`src/verilog/aie_pkg.sv`:
```
// Constants and types shared by the add execution datapath.
package aie_pkg;
  localparam int unsigned DATA_W = 8;
  localparam int unsigned INSTR_W = 16;
  localparam int unsigned FILE_AW = 8;
  localparam int unsigned APB_AW = 8;
  localparam int unsigned APB_DW = 32;

  localparam logic [APB_AW-1:0] OFF_INSTR = 8'h00;
  localparam logic [APB_AW-1:0] OFF_ACC = 8'h04;
  localparam logic [APB_AW-1:0] OFF_STATUS = 8'h08;
  localparam logic [APB_AW-1:0] OFF_MEMADDR = 8'h0c;
  localparam logic [APB_AW-1:0] OFF_MEMDATA = 8'h10;

  localparam int unsigned ST_CARRY = 0;
  localparam int unsigned ST_DIGIT = 1;
  localparam int unsigned ST_ZERO = 2;
  localparam int unsigned ST_OVF = 3;
  localparam int unsigned ST_BUSY = 4;
  localparam int unsigned ST_ILLEGAL = 5;

  localparam logic [7:0] OPC_ADD_LIT = 8'hb1;
  localparam logic [6:0] OPC_ADD_FILE = 7'h07;
  localparam int unsigned DEST_BIT = 8;

  localparam logic [DATA_W-1:0] ACC_RST = 8'h00;
  localparam logic [INSTR_W-1:0] INSTR_RST = 16'h0000;
  localparam logic [FILE_AW-1:0] MEMADDR_RST = 8'h00;

  typedef enum logic [2:0] {PH_IDLE, PH_DECODE, PH_READ, PH_EXEC, PH_WRITE} aie_phase_e;
  typedef enum logic [1:0] {OP_NOP, OP_LIT, OP_FILE} aie_op_e;
endpackage

```
`src/verilog/aie_mem_if.sv`:
```
// Port bundle between the datapath and its file register memory.
`timescale 1ns/1ps
interface aie_mem_if #(
  parameter int unsigned AW = 8,
  parameter int unsigned DW = 8
);
  logic [AW-1:0] addr;
  logic [DW-1:0] wdata;
  logic we;
  logic [DW-1:0] rdata;

  modport core (output addr, output wdata, output we, input rdata);
  modport mem (input addr, input wdata, input we, output rdata);
endinterface

```
`src/verilog/aie_file_mem.sv`:
```
// File register memory with a registered read port.
`timescale 1ns/1ps
module aie_file_mem #(
  parameter int unsigned AW = 8,
  parameter int unsigned DW = 8
) (
  // Clock and reset
  input wire logic sys_clk_i,
  input wire logic sys_rst_i,
  // Memory port
  aie_mem_if.mem port
);
  logic [DW-1:0] mem_q [2**AW];
  logic [DW-1:0] rdata_q;

  always_ff @(posedge sys_clk_i) begin
    if (port.we) begin
      mem_q[port.addr] <= port.wdata;
    end
  end

  // Read data is the old content when a write hits the same word.
  always_ff @(posedge sys_clk_i) begin
    if (sys_rst_i) begin
      rdata_q <= '0;
    end else begin
      rdata_q <= mem_q[port.addr];
    end
  end

  assign port.rdata = rdata_q;
endmodule

```
`src/verilog/aie_add_exec.sv`:
```
// Add instruction execution datapath with APB register access.
`timescale 1ns/1ps
// Operation
// - Literal add into accumulator, update flags
// - Upper byte b1 selects literal add
// - Top bits 0000111 select file add
// - Destination clear writes accumulator only
// - Destination set writes file register only
// - Four phases: decode, read, execute, write
module aie_add_exec
  import aie_pkg::*;
(
  // Clock and reset
  input wire logic sys_clk_i,
  input wire logic sys_rst_i,
  // APB slave
  input wire logic psel_i,
  input wire logic penable_i,
  input wire logic pwrite_i,
  input wire logic [APB_AW-1:0] paddr_i,
  input wire logic [APB_DW-1:0] pwdata_i,
  output logic [APB_DW-1:0] prdata_o,
  output logic pready_o,
  output logic pslverr_o,
  // Status
  output logic busy_o,
  output logic [2:0] cycle_phases_o
);
  aie_phase_e phase_q;
  aie_phase_e phase_d;
  aie_op_e op_q;
  logic [INSTR_W-1:0] instr_q;
  logic [DATA_W-1:0] accumulator_register_q;
  logic [DATA_W-1:0] result_q;
  logic [FILE_AW-1:0] memaddr_q;
  logic carry_q;
  logic digit_carry_flag_q;
  logic zero_q;
  logic overflow_flag_q;
  logic illegal_q;
  logic [3:0] flags_pend_q;
  logic pready_q;
  logic pslverr_q;
  logic [APB_DW-1:0] prdata_q;
  logic busy_q;

  aie_mem_if #(.AW(FILE_AW), .DW(DATA_W)) mem_bus ();

  aie_file_mem #(.AW(FILE_AW), .DW(DATA_W)) u_file_mem (
    .sys_clk_i(sys_clk_i),
    .sys_rst_i(sys_rst_i),
    .port(mem_bus.mem)
  );

  function automatic aie_op_e decode_op(input logic [INSTR_W-1:0] ins);
    aie_op_e op;
    op = OP_NOP;
    if (ins[15:8] == OPC_ADD_LIT) begin
      op = OP_LIT;
    end else if (ins[15:9] == OPC_ADD_FILE) begin
      op = OP_FILE;
    end
    return op;
  endfunction

  // Bus decode.
  wire busy = (phase_q != PH_IDLE);
  wire first_access = psel_i && penable_i && !pready_q;
  wire fire = psel_i && penable_i && pready_q && !pslverr_q;
  wire wr_fire = fire && pwrite_i;
  wire hit_instr = (paddr_i == OFF_INSTR);
  wire hit_acc = (paddr_i == OFF_ACC);
  wire hit_status = (paddr_i == OFF_STATUS);
  wire hit_memaddr = (paddr_i == OFF_MEMADDR);
  wire hit_memdata = (paddr_i == OFF_MEMDATA);
  wire mapped = hit_instr || hit_acc || hit_status || hit_memaddr || hit_memdata;
  // While an instruction runs, the memory port and the accumulator belong to it.
  wire busy_err = busy && (hit_memdata || (pwrite_i && !hit_memaddr));
  wire acc_err = !mapped || busy_err;
  wire issue = wr_fire && hit_instr;

  wire [7:0] status_w = {2'b00, illegal_q, busy, overflow_flag_q, zero_q,
                         digit_carry_flag_q, carry_q};
  wire [APB_DW-1:0] rd_mux =
    hit_instr ? {16'h0000, instr_q} :
    hit_acc ? {24'h000000, accumulator_register_q} :
    hit_status ? {24'h000000, status_w} :
    hit_memaddr ? {24'h000000, memaddr_q} :
    hit_memdata ? {24'h000000, mem_bus.rdata} : 32'h00000000;

  // Adder and flags.
  wire [DATA_W-1:0] operand_w = (op_q == OP_LIT) ? instr_q[7:0] : mem_bus.rdata;
  wire [DATA_W:0] sum_w = {1'b0, accumulator_register_q} + {1'b0, operand_w};
  wire [4:0] low_sum_w = {1'b0, accumulator_register_q[3:0]} + {1'b0, operand_w[3:0]};
  wire carry_w = sum_w[DATA_W];
  wire digit_w = low_sum_w[4];
  wire zero_w = (sum_w[DATA_W-1:0] == 8'h00);
  wire ovf_w = (accumulator_register_q[7] == operand_w[7]) &&
               (sum_w[7] != accumulator_register_q[7]);
  wire dest_file = instr_q[DEST_BIT];
  wire core_we = (phase_q == PH_WRITE) && (op_q == OP_FILE) && dest_file;
  wire acc_we = (phase_q == PH_WRITE) && ((op_q == OP_LIT) ||
                ((op_q == OP_FILE) && !dest_file));

  assign mem_bus.addr = busy ? instr_q[7:0] : memaddr_q;
  assign mem_bus.we = core_we || (wr_fire && hit_memdata);
  assign mem_bus.wdata = core_we ? result_q : pwdata_i[7:0];

  // Phase sequencer; a NOP still walks all four phases.
  always_comb begin
    phase_d = phase_q;
    unique case (phase_q)
      PH_IDLE: begin
        if (issue) begin
          phase_d = PH_DECODE;
        end
      end
      PH_DECODE: phase_d = PH_READ;
      PH_READ: phase_d = PH_EXEC;
      PH_EXEC: phase_d = PH_WRITE;
      PH_WRITE: phase_d = PH_IDLE;
      default: phase_d = PH_IDLE;
    endcase
  end

  always_ff @(posedge sys_clk_i) begin
    if (sys_rst_i) begin
      phase_q <= PH_IDLE;
      op_q <= OP_NOP;
    end else begin
      phase_q <= phase_d;
      if (phase_q == PH_DECODE) begin
        op_q <= decode_op(instr_q);
      end
    end
  end

  always_ff @(posedge sys_clk_i) begin
    if (sys_rst_i) begin
      result_q <= '0;
      flags_pend_q <= '0;
    end else if (phase_q == PH_EXEC) begin
      result_q <= sum_w[DATA_W-1:0];
      flags_pend_q <= {ovf_w, zero_w, digit_w, carry_w};
    end
  end

  always_ff @(posedge sys_clk_i) begin
    if (sys_rst_i) begin
      accumulator_register_q <= ACC_RST;
    end else if (acc_we) begin
      accumulator_register_q <= result_q;
    end else if (wr_fire && hit_acc) begin
      accumulator_register_q <= pwdata_i[7:0];
    end
  end

  // The instruction writes the flags in the write phase only when op_q is not OP_NOP, so a NOP leaves them alone.
  always_ff @(posedge sys_clk_i) begin
    if (sys_rst_i) begin
      {overflow_flag_q, zero_q, digit_carry_flag_q, carry_q} <= 4'h0;
    end else if ((phase_q == PH_WRITE) && (op_q != OP_NOP)) begin
      {overflow_flag_q, zero_q, digit_carry_flag_q, carry_q} <= flags_pend_q;
    end else if (wr_fire && hit_status) begin
      {overflow_flag_q, zero_q, digit_carry_flag_q, carry_q} <= pwdata_i[3:0];
    end
  end

  // Set wins over a software clear in the same cycle.
  always_ff @(posedge sys_clk_i) begin
    if (sys_rst_i) begin
      illegal_q <= 1'b0;
    end else if ((phase_q == PH_DECODE) && (decode_op(instr_q) == OP_NOP)) begin
      illegal_q <= 1'b1;
    end else if (wr_fire && hit_status && pwdata_i[ST_ILLEGAL]) begin
      illegal_q <= 1'b0;
    end
  end

  always_ff @(posedge sys_clk_i) begin
    if (sys_rst_i) begin
      instr_q <= INSTR_RST;
      memaddr_q <= MEMADDR_RST;
    end else begin
      if (issue) begin
        instr_q <= pwdata_i[INSTR_W-1:0];
      end
      if (wr_fire && hit_memaddr) begin
        memaddr_q <= pwdata_i[FILE_AW-1:0];
      end
    end
  end

  // Every transfer takes one wait state so that memory data are registered.
  always_ff @(posedge sys_clk_i) begin
    if (sys_rst_i) begin
      pready_q <= 1'b0;
      pslverr_q <= 1'b0;
      prdata_q <= '0;
      busy_q <= 1'b0;
    end else begin
      pready_q <= first_access;
      pslverr_q <= first_access && acc_err;
      prdata_q <= (first_access && !pwrite_i && !acc_err) ? rd_mux : 32'h00000000;
      busy_q <= (phase_d != PH_IDLE);
    end
  end

  assign prdata_o = prdata_q;
  assign pready_o = pready_q;
  assign pslverr_o = pslverr_q;
  assign busy_o = busy_q;
  assign cycle_phases_o = phase_q;
endmodule

```
`config.mk`:
```
export PLATFORM = sky130hd
export DESIGN_NAME = aie_add_exec
export DESIGN_NICKNAME = d
export VERILOG_FILES = /design/src/verilog/aie_pkg.sv /design/src/verilog/aie_mem_if.sv /design/src/verilog/aie_file_mem.sv /design/src/verilog/aie_add_exec.sv
export SDC_FILE = /design/constraint.sdc
export NUM_CORES = 2
export LEC_CHECK = 0
export ABC_AREA = 1
export CORE_UTILIZATION = 53
export CTS_CLUSTER_DIAMETER = 40
export CTS_CLUSTER_SIZE = 8
export DETAILED_ROUTE_END_ITERATION = 8
export DONT_BUFFER_PORTS = 1
export GPL_TIMING_DRIVEN = 0
export PLACE_DENSITY = 0.74
export SKIP_LAST_GASP = 1
export SLEW_MARGIN = 20
export SYNTH_ARGS = -nofsm -noshare
export SYNTH_HDL_FRONTEND = slang
export SYNTH_SLANG_ARGS = --single-unit
```
`constraint.sdc`:
```
create_clock -name sys_clk_i -period 27.3 [get_ports sys_clk_i]
set_input_delay 0 -clock sys_clk_i [delete_from_list [all_inputs] [get_ports sys_clk_i]]
set_output_delay 0 -clock sys_clk_i [all_outputs]
set_load 0.05 [all_outputs]
```
==> results.md <==
• complete, no violations — outcome
• 9702 — Post-layout nets
• 25080 sq um — area occupied by multi-input gates
• 0 — Post-CTS Setup Bufs
• 30 — pin count of the biggest net entering global routing
• 53.49% — Starting Density
• 298700 um — routed wire length
• 5255 x sky130_fd_sc_hd__nand2_1, 2048 x sky130_fd_sc_hd__edfxtp_1, 637 x sky130_fd_sc_hd__nor2_1 — leading cell types in the layout, fill and taps excluded
• 0.04819 ns — clock skew
• 1.7% — part of the total power dissipated in combinational logic
• pwdata_i[5] — startpoint of the tightest hold check path
• 0 — total setup violations reported at the end of the flow
• 39 — number of unique standard cell types used by synthesis
• 6.30 ns — data arrival time of the worst path
• 2129 — clock sink count
• 47.9% — share of power burned in registers
• 27.83 ns — required time of the critical path
• 5.994 mW — Power Internal
• flip-flop — element type at the critical path end
• 50.4% — fraction of power consumed by the clock network
• 10160 — Iter 0 DRT Violations
• sky130_fd_sc_hd__edfxtp_1 — top flip-flop cell by instance count after synthesis
• sky130_fd_sc_hd__clkbuf_16 — clock root buffer
• 0 ns — final-layout setup total negative slack
• no — RSZ-0062 raised after global routing
• 63120 sq um — area used by sequential logic in the layout
• 207800 um — estimated wirelength of the detail-placed design
• 21.54 ns — Worst R2R Setup Slack
• 90750 sq um — Syn Std Cell Area
• 69220 — DR vias
• 21.78 ns — Placement Setup Slack
• 9.394% — met3 GRT Util
• 0 — number of nets with antenna violations after detailed routing
• 43.79% — met1 GRT Util
• 24.89 um — post-detailed-route wirelength per cell
• 2129 — synthesis-stage register bit count
• 345 — clock buffer count from CTS
• 0 — count of yosys warnings during synthesis
• 3 — hold path depth
• 19.98% — switching share of total power
• 1.308 ns — Worst-Margin Slew
• 0.96 ns — latest clock arrival within the worst-skew pair
• 65130 — number of global-route vias before repair
• 69.55% — share of the yosys chip area belonging to registers
• 116.0 uV — worst voltage drop across the vdd grid
• 5.768 — via count normalized by instance count
• 13 — maximum fanout along the worst path
• 0 — final global-route overflow total
• 169700 sq um — core outline area
• 0 — max capacitance violation total
• 0 — count of unresolved DRC violations after routing
• 172900 sq um — Total Die Area
• 21.10% — fin crit share
• 17 — antenna violations before repair
• 424200 um — first-pass GRT wire length
• 0 — count of final hold-check violations
• 12870 — number of filler instances in the final layout
• 0.05 ns — clock input transition at the sequential cells of the worst setup and hold paths
• 70.34 nW/um^2 — power per unit of standard cell area
• 83 — number of primary I/O pins
• 415.8 um — width of the die
• primary input to flip-flop — path type of the worst min-delay path
• 2048 — EDFF count, synth
• 151 — floorplan row count
• 5 — number of H-tree branching levels
• 9127 — synthesized instance count
• 12.59% — Max-slew headroom
• 0 — port bufs
• 43.34 nW — Leakage
• u_file_mem.mem_q[217][3]$_DFFE_PP_ — end of the worst register-to-register path
• 51.60% — met2 track demand over resource in global routing
• 8 — drt first pass iters
• 1.497 mW — P_sw
• 415.8 um — y dimension of the die
• 11 — length in cells of the worst reg-to-reg path
• 34.05% — total global-route track usage
• 0% — ys async rst share
• sky130_fd_sc_hd__nand2_1 — most frequent standard cell in the layout excluding fill and tap cells
• 21.54 ns — slack of the critical path
• 5.761 ns — post-layout min period
• 17.34% — area added between synthesis and finish
• flip-flop — kind of start point of the critical path
• cycle_phases_o[2]$_SDFF_PP0_ — reg-to-reg critical path startpoint
• 9.943 sq um — synthesized area per cell
• 8.629% — share of post-route cells with drive strength above 1
• flip-flop to flip-flop — Crit Path Category
• memaddr_q[5]$_SDFFE_PP0P_ — hold worst-path end
• met2 — GR peak layer
• 173.6 MHz — Max Freq
• 4 — clock buffer depth
• 1.016 — routability cong.
• 0 — Max Slew Vio Count
• done — TritonCTS clock tree
[layer usage]
metal	vias to the layer above	wire length, um	part of all wire, %
li1	30730	-	-
met1	32750	108000	36
met2	4739	132800	44
met3	986	37640	13
met4	12	20170	6.8
met5	-	67	0.022
[state kept, by name (all words and copies together), names as in the netlist]
| name | count |
|---|---|
| illegal_q | 1 |
| digit_carry_flag_q | 1 |
| u_file_mem.port.rdata | 8 |
| accumulator_register_q | 8 |
| busy_o | 1 |
| pready_o | 1 |
| op_q | 2 |
| instr_q | 16 |
| cycle_phases_o | 3 |
| memaddr_q | 8 |
| u_file_mem.mem_q | 2048 |
| result_q | 8 |
| zero_q | 1 |
| flags_pend_q | 4 |
| pslverr_o | 1 |
| overflow_flag_q | 1 |
| carry_q | 1 |
| prdata_o | 16 |
[critical path, stage by stage (launching register included)]
cell and delay, ns:
sky130_fd_sc_hd__dfxtp_1 0.73, sky130_fd_sc_hd__inv_2 0.21, sky130_fd_sc_hd__nand2_4 0.18, sky130_fd_sc_hd__nand2_1 0.08, sky130_fd_sc_hd__o21ai_2 0.14, sky130_fd_sc_hd__inv_1 0.13
sky130_fd_sc_hd__nor2_2 0.44, sky130_fd_sc_hd__buf_2 0.60, sky130_fd_sc_hd__buf_2 0.37, sky130_fd_sc_hd__nand2_1 0.83, sky130_fd_sc_hd__buf_2 0.71, sky130_fd_sc_hd__nor2_1 0.91
[cell type report]
cell class | count | area share [%]
buffer | 506 | 2.225
tap | 2218 | 2.606
timing repair buffer | 159 | 2.980
inverter | 91 | 0.3231
multi-input combinational | 6416 | 23.55
clock inverter | 69 | 0.5264
clock buffer | 399 | 8.487
sequential | 2129 | 59.27
antenna | 13 | 0.03055
[worst max-delay path by stage]
stage	slack, ns	start	cells after the start	end
3_5_place_dp	21.78	cycle_phases_o[2]$_SDFF_PP0_	11	u_file_mem.mem_q[88][4]$_DFFE_PP_
4_1_cts	21.77	cycle_phases_o[2]$_SDFF_PP0_	11	u_file_mem.mem_q[88][6]$_DFFE_PP_
6_report	21.54	cycle_phases_o[2]$_SDFF_PP0_	11	u_file_mem.mem_q[217][3]$_DFFE_PP_
2_1_floorplan	13.46	cycle_phases_o[2]$_SDFF_PP0_	7	u_file_mem.mem_q[0][2]$_DFFE_PP_
3_3_place_gp	-5.05	cycle_phases_o[2]$_SDFF_PP0_	7	u_file_mem.mem_q[162][3]$_DFFE_PP_
5_1_grt	21.71	cycle_phases_o[2]$_SDFF_PP0_	11	u_file_mem.mem_q[217][3]$_DFFE_PP_
[what timing repair did]
| item | CTS | global route |
|---|---|---|
| hold buffers | 60 | 0 |
| resized for setup | 0 | 0 |
| hold endpoints to repair | 1011 | 0 |
| endpoints found under the setup margin | 0 | 0 |
[per-stage QoR]
stage | instances | cell area (sq um) | utilization, % | hold slack, ns | power, mW
final | 12000 | 106500 | 62.77 | 0.04940 | 7.491
after global placement | 11360 | 93580 | 55.16 | 0.1416 | 3.813
after global routing | 11990 | 106500 | 62.75 | 0.04067 | 7.617
after CTS | 11990 | 106500 | 62.75 | 0.001639 | 7.479
after floorplan | 9142 | 90810 | - | 0.1349 | 3.718
after detailed placement | 11460 | 96260 | 56.73 | 0.1521 | 3.764
[synth_stat cells, types with 2 or more instances]
master	number	area, sq um
sky130_fd_sc_hd__buf_2	285	1426
sky130_fd_sc_hd__buf_1	24	90.09
sky130_fd_sc_hd__nand3_1	306	1531
sky130_fd_sc_hd__buf_4	30	225.2
sky130_fd_sc_hd__nand4_1	3	18.77
sky130_fd_sc_hd__xor2_1	5	43.79
sky130_fd_sc_hd__nor4_1	5	31.28
sky130_fd_sc_hd__a221oi_1	2	17.52
sky130_fd_sc_hd__nor2_2	3	18.77
sky130_fd_sc_hd__o21ai_2	2	17.52
sky130_fd_sc_hd__o21bai_1	3	22.52
sky130_fd_sc_hd__nor3_4	4	65.06
sky130_fd_sc_hd__o21ai_0	68	340.3
sky130_fd_sc_hd__nor2_1	637	2391
sky130_fd_sc_hd__a21oi_1	47	235.2
sky130_fd_sc_hd__edfxtp_1	2048	61500
sky130_fd_sc_hd__clkinv_1	3	11.26
sky130_fd_sc_hd__ha_1	8	100.1
sky130_fd_sc_hd__a31oi_1	11	68.82
sky130_fd_sc_hd__nand2_2	2	12.51
sky130_fd_sc_hd__o21ai_1	4	20.02
sky130_fd_sc_hd__nand2_1	5256	19730
sky130_fd_sc_hd__nor3_1	10	50.05
sky130_fd_sc_hd__a211oi_1	14	105.1
sky130_fd_sc_hd__inv_1	85	319.1
sky130_fd_sc_hd__nand3b_1	2	15.01
sky130_fd_sc_hd__clkbuf_1	167	626.9
sky130_fd_sc_hd__dfxtp_1	81	1622
sky130_fd_sc_hd__inv_2	2	7.510
[cell families (layout without fill, tap and decap cells)]
| kind of cell | after synthesis | count (layout) | share of synthesized area (%) |
|---|---|---|---|
| other | 1 | 29 | 0.004132 |
| AO/OA/AOI/OAI | 154 | 154 | 0.9376 |
| flip-flops | 2129 | 2129 | 69.55 |
| XOR/XNOR | 5 | 5 | 0.04825 |
| AND/OR/NAND/NOR | 6232 | 6232 | 26.33 |
| buffers and inverters | 597 | 1224 | 2.989 |
| adder cells (fa/ha/maj) | 9 | 9 | 0.1324 |
[power by group through the flow]
stage / Clock, mW / Combinational (mW) / Sequential (mW)
final: 3.78 / 0.128 / 3.59
after global routing: 3.90 / 0.131 / 3.58
after CTS: 3.77 / 0.125 / 3.59
after detailed placement: 0 / 0.118 / 3.65
after global placement: 0 / 0.0691 / 3.74
after floorplan: 0 / 0.0343 / 3.68
Power figures use the tool's default switching activity.
